<file path="src/hdl/aws_pkg.sv">
// Constants and types for the auto wake/sleep and boot status block
package aws_pkg;
  // ----------------------------------------
  // Register map
  // ----------------------------------------
  localparam logic [7:0] AWS_INT_STATUS_OFFSET = 8'h00;
  localparam logic [7:0] AWS_INT_STATUS_RESET  = 8'h00;
  localparam int         AWS_BOOT_BIT          = 0;
  localparam int         AWS_CHANGE_BIT        = 1;

  // ----------------------------------------
  // Field widths
  // ----------------------------------------
  localparam int AWS_CNT_BYTE_W = 8;
  localparam int AWS_CNT_W      = 2 * AWS_CNT_BYTE_W;
  localparam int AWS_PM_W       = 2;
  localparam int AWS_ODR_W      = 4;
  localparam int AWS_FLEX_W     = 4;

  localparam logic [AWS_CNT_W-1:0]  AWS_CNT_ZERO  = 16'h0000;
  localparam logic [AWS_CNT_W-1:0]  AWS_CNT_ONE   = 16'h0001;
  localparam logic [AWS_PM_W-1:0]   AWS_PM_RESET  = 2'h0;
  localparam logic [AWS_ODR_W-1:0]  AWS_ODR_RESET = 4'h0;
  localparam logic [AWS_FLEX_W-1:0] AWS_FLEX_RESET = 4'h0;

  // ----------------------------------------
  // System operating mode
  // ----------------------------------------
  typedef enum logic {
    AWS_MODE_WAKE,
    AWS_MODE_SLEEP
  } aws_mode_t;
endpackage

</file>
<file path="src/hdl/aws_inact_if.sv">
// Interface between the mode controller and the inactivity counter
`timescale 1ns/1ps
interface aws_inact_if;
  import aws_pkg::*;
  logic                 tick;
  logic                 event_seen;
  logic                 counting;
  logic [AWS_CNT_W-1:0] limit;
  logic                 expired;

  modport counter (
    input  tick,
    input  event_seen,
    input  counting,
    input  limit,
    output expired
  );
  modport ctrl (
    output tick,
    output event_seen,
    output counting,
    output limit,
    input  expired
  );
endinterface

</file>
<file path="src/hdl/aws_inact_counter.sv">
// Inactivity period counter measured in output data rate ticks
`timescale 1ns/1ps
module aws_inact_counter
  import aws_pkg::*;
(
  input  wire logic   clk_in,
  input  wire logic   rst_n_in,
  aws_inact_if.counter bus
);
  logic [AWS_CNT_W-1:0] count_q;

  // ----------------------------------------
  // Quiet period count
  // ----------------------------------------
  always_ff @(posedge clk_in) begin
    if (!rst_n_in) begin
      count_q <= AWS_CNT_ZERO;
    end else if (bus.event_seen || !bus.counting) begin
      count_q <= AWS_CNT_ZERO;
    end else if (bus.tick) begin
      count_q <= count_q + AWS_CNT_ONE;
    end
  end

  // Expiry fires on the tick that completes the limit
  always_comb begin
    bus.expired = bus.counting && bus.tick && !bus.event_seen &&
                  (bus.limit != AWS_CNT_ZERO) &&
                  ((count_q + AWS_CNT_ONE) == bus.limit);
  end
endmodule

</file>
<file path="src/hdl/aws_wake_sleep.sv">
// Auto wake/sleep power mode control with change and boot status flags
`timescale 1ns/1ps

module aws_wake_sleep
  import aws_pkg::*;
(
  input  wire logic                  clk_in,
  input  wire logic                  rst_n_in,
  input  wire logic                  odr_tick_in,
  input  wire logic                  any_event_in,
  input  wire logic [AWS_CNT_BYTE_W-1:0] inactivity_count_low_in,
  input  wire logic [AWS_CNT_BYTE_W-1:0] inactivity_count_high_in,
  input  wire logic                  wake_sleep_event_enable_in,
  input  wire logic [AWS_PM_W-1:0]   wake_power_select_in,
  input  wire logic [AWS_PM_W-1:0]   sleep_power_select_in,
  input  wire logic [AWS_ODR_W-1:0]  wake_data_rate_in,
  input  wire logic [AWS_ODR_W-1:0]  sleep_data_rate_in,
  input  wire logic                  flex_mode_in,
  input  wire logic [AWS_FLEX_W-1:0] wake_decim_in,
  input  wire logic [AWS_FLEX_W-1:0] sleep_decim_in,
  input  wire logic [AWS_FLEX_W-1:0] wake_idle_in,
  input  wire logic [AWS_FLEX_W-1:0] sleep_idle_in,
  input  wire logic                  system_mode_read_in,
  input  wire logic                  boot_finished_in,
  input  wire logic                  soft_reset_in,
  input  wire logic                  hibernate_exit_in,
  output logic [7:0]                 interrupt_status_out,
  output logic                       system_mode_sleep_out,
  output logic [AWS_PM_W-1:0]        power_select_out,
  output logic [AWS_ODR_W-1:0]       output_data_rate_out,
  output logic [AWS_FLEX_W-1:0]      decim_out,
  output logic [AWS_FLEX_W-1:0]      idle_out
);
  aws_inact_if inact ();

  aws_mode_t            mode_q;
  logic                 change_flag_q;
  logic                 boot_flag_q;
  logic [AWS_PM_W-1:0]  pm_q;
  logic [AWS_ODR_W-1:0] odr_q;
  logic [AWS_FLEX_W-1:0] decim_q;
  logic [AWS_FLEX_W-1:0] idle_q;
  logic [AWS_CNT_W-1:0] limit;
  logic                 auto_on;
  logic                 go_sleep;
  logic                 go_wake;

  // ----------------------------------------
  // Inactivity counting
  // ----------------------------------------
  assign limit   = {inactivity_count_high_in, inactivity_count_low_in};
  assign auto_on = (limit != AWS_CNT_ZERO);

  assign inact.tick       = odr_tick_in;
  assign inact.event_seen = any_event_in;
  assign inact.counting   = auto_on && (mode_q == AWS_MODE_WAKE);
  assign inact.limit      = limit;

  aws_inact_counter u_counter (
    .clk_in   (clk_in),
    .rst_n_in (rst_n_in),
    .bus      (inact.counter)
  );

  assign go_sleep = inact.expired;
  // Wake on event even if the limit was zeroed while asleep
  assign go_wake  = (mode_q == AWS_MODE_SLEEP) && any_event_in;

  // ----------------------------------------
  // Operating mode
  // ----------------------------------------
  always_ff @(posedge clk_in) begin
    if (!rst_n_in) begin
      mode_q <= AWS_MODE_WAKE;
    end else if (go_sleep) begin
      mode_q <= AWS_MODE_SLEEP;
    end else if (go_wake) begin
      mode_q <= AWS_MODE_WAKE;
    end
  end

  // ----------------------------------------
  // Power and rate settings
  // ----------------------------------------
  // Settings follow the next mode so they move in the same cycle
  always_ff @(posedge clk_in) begin
    if (!rst_n_in) begin
      pm_q    <= AWS_PM_RESET;
      odr_q   <= AWS_ODR_RESET;
      decim_q <= AWS_FLEX_RESET;
      idle_q  <= AWS_FLEX_RESET;
    end else if (go_sleep || (mode_q == AWS_MODE_SLEEP && !go_wake)) begin
      pm_q    <= sleep_power_select_in;
      odr_q   <= sleep_data_rate_in;
      decim_q <= flex_mode_in ? sleep_decim_in : AWS_FLEX_RESET;
      idle_q  <= flex_mode_in ? sleep_idle_in : AWS_FLEX_RESET;
    end else begin
      pm_q    <= wake_power_select_in;
      odr_q   <= wake_data_rate_in;
      decim_q <= flex_mode_in ? wake_decim_in : AWS_FLEX_RESET;
      idle_q  <= flex_mode_in ? wake_idle_in : AWS_FLEX_RESET;
    end
  end

  // ----------------------------------------
  // Change flag
  // ----------------------------------------
  // Set beats the clearing read so no change is missed
  always_ff @(posedge clk_in) begin
    if (!rst_n_in) begin
      change_flag_q <= 1'h0;
    end else if ((go_sleep || go_wake) && auto_on &&
                 wake_sleep_event_enable_in) begin
      change_flag_q <= 1'h1;
    end else if (system_mode_read_in) begin
      change_flag_q <= 1'h0;
    end
  end

  // ----------------------------------------
  // Boot done flag
  // ----------------------------------------
  always_ff @(posedge clk_in) begin
    if (!rst_n_in) begin
      boot_flag_q <= 1'h0;
    end else if (boot_finished_in) begin
      boot_flag_q <= 1'h1;
    end else if (soft_reset_in || hibernate_exit_in) begin
      boot_flag_q <= 1'h0;
    end
  end

  // ----------------------------------------
  // Outputs
  // ----------------------------------------
  always_comb begin
    interrupt_status_out                 = AWS_INT_STATUS_RESET;
    interrupt_status_out[AWS_CHANGE_BIT] = change_flag_q;
    interrupt_status_out[AWS_BOOT_BIT]   = boot_flag_q;
  end
  assign system_mode_sleep_out = (mode_q == AWS_MODE_SLEEP);
  assign power_select_out      = pm_q;
  assign output_data_rate_out  = odr_q;
  assign decim_out             = decim_q;
  assign idle_out              = idle_q;
endmodule

</file>
<file path="config.mk">
export PLATFORM = sky130hd
export DESIGN_NAME = aws_wake_sleep
export DESIGN_NICKNAME = d
export VERILOG_FILES = /design/src/hdl/aws_pkg.sv /design/src/hdl/aws_inact_if.sv /design/src/hdl/aws_inact_counter.sv /design/src/hdl/aws_wake_sleep.sv
export SDC_FILE = /design/constraint.sdc
export NUM_CORES = 1
export LEC_CHECK = 0
export ABC_CLOCK_PERIOD_IN_PS = 7170
export BUFFER_PORTS_ARGS = -buffer_cell sky130_fd_sc_hd__clkbuf_2
export CAP_MARGIN = 20
export CORE_UTILIZATION = 53
export DETAILED_ROUTE_END_ITERATION = 10
export MAX_ROUTING_LAYER = met4
export PLACE_DENSITY_LB_ADDON = 0.15
export SETUP_SLACK_MARGIN = 0.15
export SLEW_MARGIN = 20
export SYNTH_ARGS = -nofsm -noshare
export SYNTH_HDL_FRONTEND = slang
export SYNTH_HIERARCHICAL = 1
export SYNTH_SLANG_ARGS = --single-unit
</file>
<file path="constraint.sdc">
create_clock -name clk_in -period 7.17 [get_ports clk_in]
set_input_delay 1.434 -clock clk_in [delete_from_list [all_inputs] [get_ports clk_in]]
set_output_delay 1.434 -clock clk_in [all_outputs]
set_load 0.02 [all_outputs]
</file>
==> impl_metrics.env <==
export IMPL_die_area_mm2=0.00401
export IMPL_max_stage_delay_ps=540
export IMPL_yosysSeqAreaShare_pct=33.1
export IMPL_path_delay_family="simple AND/OR/NAND/NOR gates"
export IMPL_rows=21
export IMPL_status="completed"
export IMPL_insertion_delay_ps=280
export IMPL_io_pins=77
export IMPL_seq_power_share_pct=50.3
export IMPL_fin_area_mm2=0.00239
export IMPL_power_leakage_nw=0.974
export IMPL_fmax_ghz=0.265
export IMPL_internal_power_uw=279
export IMPL_worstPathMaxFanout=30
export IMPL_drc=0
export IMPL_final_common_cell="clkbuf_2"
export IMPL_tightest_slew_ps=564
export IMPL_start_util_pct=57.5
export IMPL_place_area_mm2=0.00231
export IMPL_die_y_um=63.3
export IMPL_yosysTopAreaCell="dfxtp_1"
export IMPL_synth_top_area_share_pct=33.1
export IMPL_cp_end_kind="flop"
export IMPL_pre_cts_ws_ps=3130
export IMPL_ant_nets=0
export IMPL_hold_buffers=0
export IMPL_clock_power_share_pct=35.6
export IMPL_ys_types=39
export IMPL_io_buffers=70
export IMPL_final_setup_worst_slack_ps=3400
export IMPL_place_congestion=0.932
export IMPL_antenna_cells=0
export IMPL_start_kind="input port"
export IMPL_clk_path_buf_depth=2
export IMPL_ys_seq_elements=33
export IMPL_synthTopCellsByArea="dfxtp_1 33%, xnor2_1 8.8%, xor2_1 7.9%"
export IMPL_root_buffer="clkbuf_8"
export IMPL_criticalPathCategory="input port to flop"
export IMPL_dr_pass1_iters=4
export IMPL_grt_pass1_vias=1700
export IMPL_worst_path_buf_inv=2
export IMPL_dp_cells=346
export IMPL_grt_overflow=0
export IMPL_route_final_wire_length_um=4730
export IMPL_worstPathArrival_ps=3980
export IMPL_gr_usage_all_layers_pct=24.9
export IMPL_syn_inst=244
export IMPL_setup_viol=0
export IMPL_total_power_uw=377
export IMPL_first_iter_violations=154
export IMPL_hp_class="flop to flop"
export IMPL_fill_cells=317
export IMPL_grt_setup_unrepaired="false"
export IMPL_drv_slew=0
export IMPL_hold_ws_ps=499
export IMPL_final_cells=354
export IMPL_avgSynthCellArea_um2=8.17
export IMPL_antenna_found_initial=0
export IMPL_clk_pin_slew_ps=70
export IMPL_cts_resized=0
export IMPL_syn2layout_area_growth_pct=20.1
export IMPL_slowest_stage="or4b_1"
export IMPL_grt_pass1_wl_um=7530
export IMPL_fp_dieW_um=63.3
export IMPL_wl_per_cell_um=13.4
export IMPL_p_sw_share_pct=26.0
export IMPL_final_nets=362
export IMPL_maxSlewHeadroom_pct=62.0
export IMPL_post_route_min_period_ps=3770
export IMPL_clock_sinks=33
export IMPL_grt_max_degree=31
export IMPL_fin_crit_sh_pct=52.5
export IMPL_fin_tns_setup_ps=0
export IMPL_cts_made_buffers=5
export IMPL_dpl_hpwl_um=3530
export IMPL_finalHoldViolations=0
export IMPL_ctsHtreeMaxLevel=2
export IMPL_cts_tree="yes"
export IMPL_p_sw_uw=98.0
export IMPL_vias=1935
export IMPL_skew_ps=4.54
export IMPL_powerDensity_mw_per_mm2=157
export IMPL_ir_drop_mv=0.102
export IMPL_final_layout_size_suffix_gt1_share_pct=29.5
export IMPL_postCtsSetupBuffers=0
export IMPL_p_comb_share_pct=14.1
export IMPL_cap_violations=0
export IMPL_required_ps=7380
export IMPL_vias_per_cell=5.47
export IMPL_syn_area_mm2=0.00199
export IMPL_core_mm2=0.00347
export IMPL_ys_warn_count=6
export IMPL_path_cells="clkbuf_2 -> nor4_1 -> and4_1 -> nor2_1 -> nor2b_1 -> nand3_1 -> a2111oi_2 -> nand4_1 -> or4b_1 -> nor4_2 -> buf_4 -> o21ai_0 -> a21oi_1"
export IMPL_most_common_layout_cells="70 x clkbuf_2, 33 x dfxtp_1, 24 x nor2_1"
export IMPL_fin_util_pct=69.0
==> power by group through the flow <==
stage	logic, mW	registers (mW)	clock network [mW]
floorplan	0.0259	0.198	0
global placement	0.0525	0.194	0
detailed placement	0.0527	0.194	0
CTS	0.0532	0.190	0.137
global route	0.0576	0.190	0.147
finish	0.0531	0.190	0.134
==> synth_stat cells <==
cell and n:
o311a_1 1, nor3_2 1, o21ai_0 17, or4b_1 1
ha_1 1, buf_2 2, buf_6 2, nor3_1 5
nand4_1 10, o21ai_1 1, mux2_1 1, or3b_2 9
o22ai_1 1, a311oi_1 1, inv_1 4, dfxtp_1 33
mux2i_1 1, or3b_1 6, nand2_1 15, nor2_1 24
or3_1 1, nor4_1 11, conb_1 1, a21oi_1 23
clkbuf_1 8, nor2b_1 1, and3_1 2, nor2b_4 1
o31ai_1 1, nor4b_1 1, buf_4 8, xnor2_1 20
nand3b_1 1, a2111oi_2 1, nand3_1 6, and4_1 2
or4_1 1, xor2_1 18, o31a_1 1
==> registers in the layout (all words and copies together) (netlist names) <==
| register | flops |
|---|---|
| power_select_out | 2 |
| boot_flag_q | 1 |
| decim_out | 4 |
| system_mode_sleep_out | 1 |
| output_data_rate_out | 4 |
| u_counter/count_q | 16 |
| idle_out | 4 |
| change_flag_q | 1 |
==> final timing paths <==
kind	startpoint	slack [ps]	depth (start not counted)	end
hold reg to reg	boot_flag_q	500	2	boot_flag_q
setup / recovery	inactivity_count_high_in[4]	3400	13	idle_out[1]
setup reg to reg	u_counter/count_q[2]	4090	9	idle_out[1]
hold / removal	boot_flag_q	500	2	boot_flag_q
==> cell type report <==
type	instances	area, um2	share of cell area [%]
Clock buffer	6	72.6	3.03
Tap cell	46	57.6	2.40
Clock inverter	2	10.0	0.418
Inverter	4	15.0	0.627
Sequential cell	33	661	27.6
Multi-Input combinational cell	192	1220	51.0
Timing Repair Buffer	71	358	14.9
==> tightest hold or removal path: cells and delay by family (launching register included) <==
| kind | cells | cell delay [ps] |
|---|---|---|
| AND/OR/NAND/NOR | 1 | 70 |
| flip-flops | 1 | 330 |
| AO/OA/AOI/OAI | 1 | 60 |
==> cell families after synthesis <==
kind of cell,after synthesis,share of synthesized area [%]
and+or+nand+nor,98,28.3
xor gates and xnor gates,38,16.7
muxes,2,1.07
buffers and inverters,24,6.90
DFF,33,33.1
adders and majority gates,1,0.627
AOI/OAI and AO/OA,47,13.1
other,1,0.188
==> layer usage <==
metal  vias up  global-route usage [%]  routed length, um  share of wire, %
li1        982                       -                  -                 -
met1       881                    30.8               2180                46
met2        65                    38.7               2180                46
met3         7                    5.43                289               6.1
met4         0                    10.5                 73               1.5
met5         -                       -                  0                 0
No activity file was read; power rests on OpenSTA's default activity.
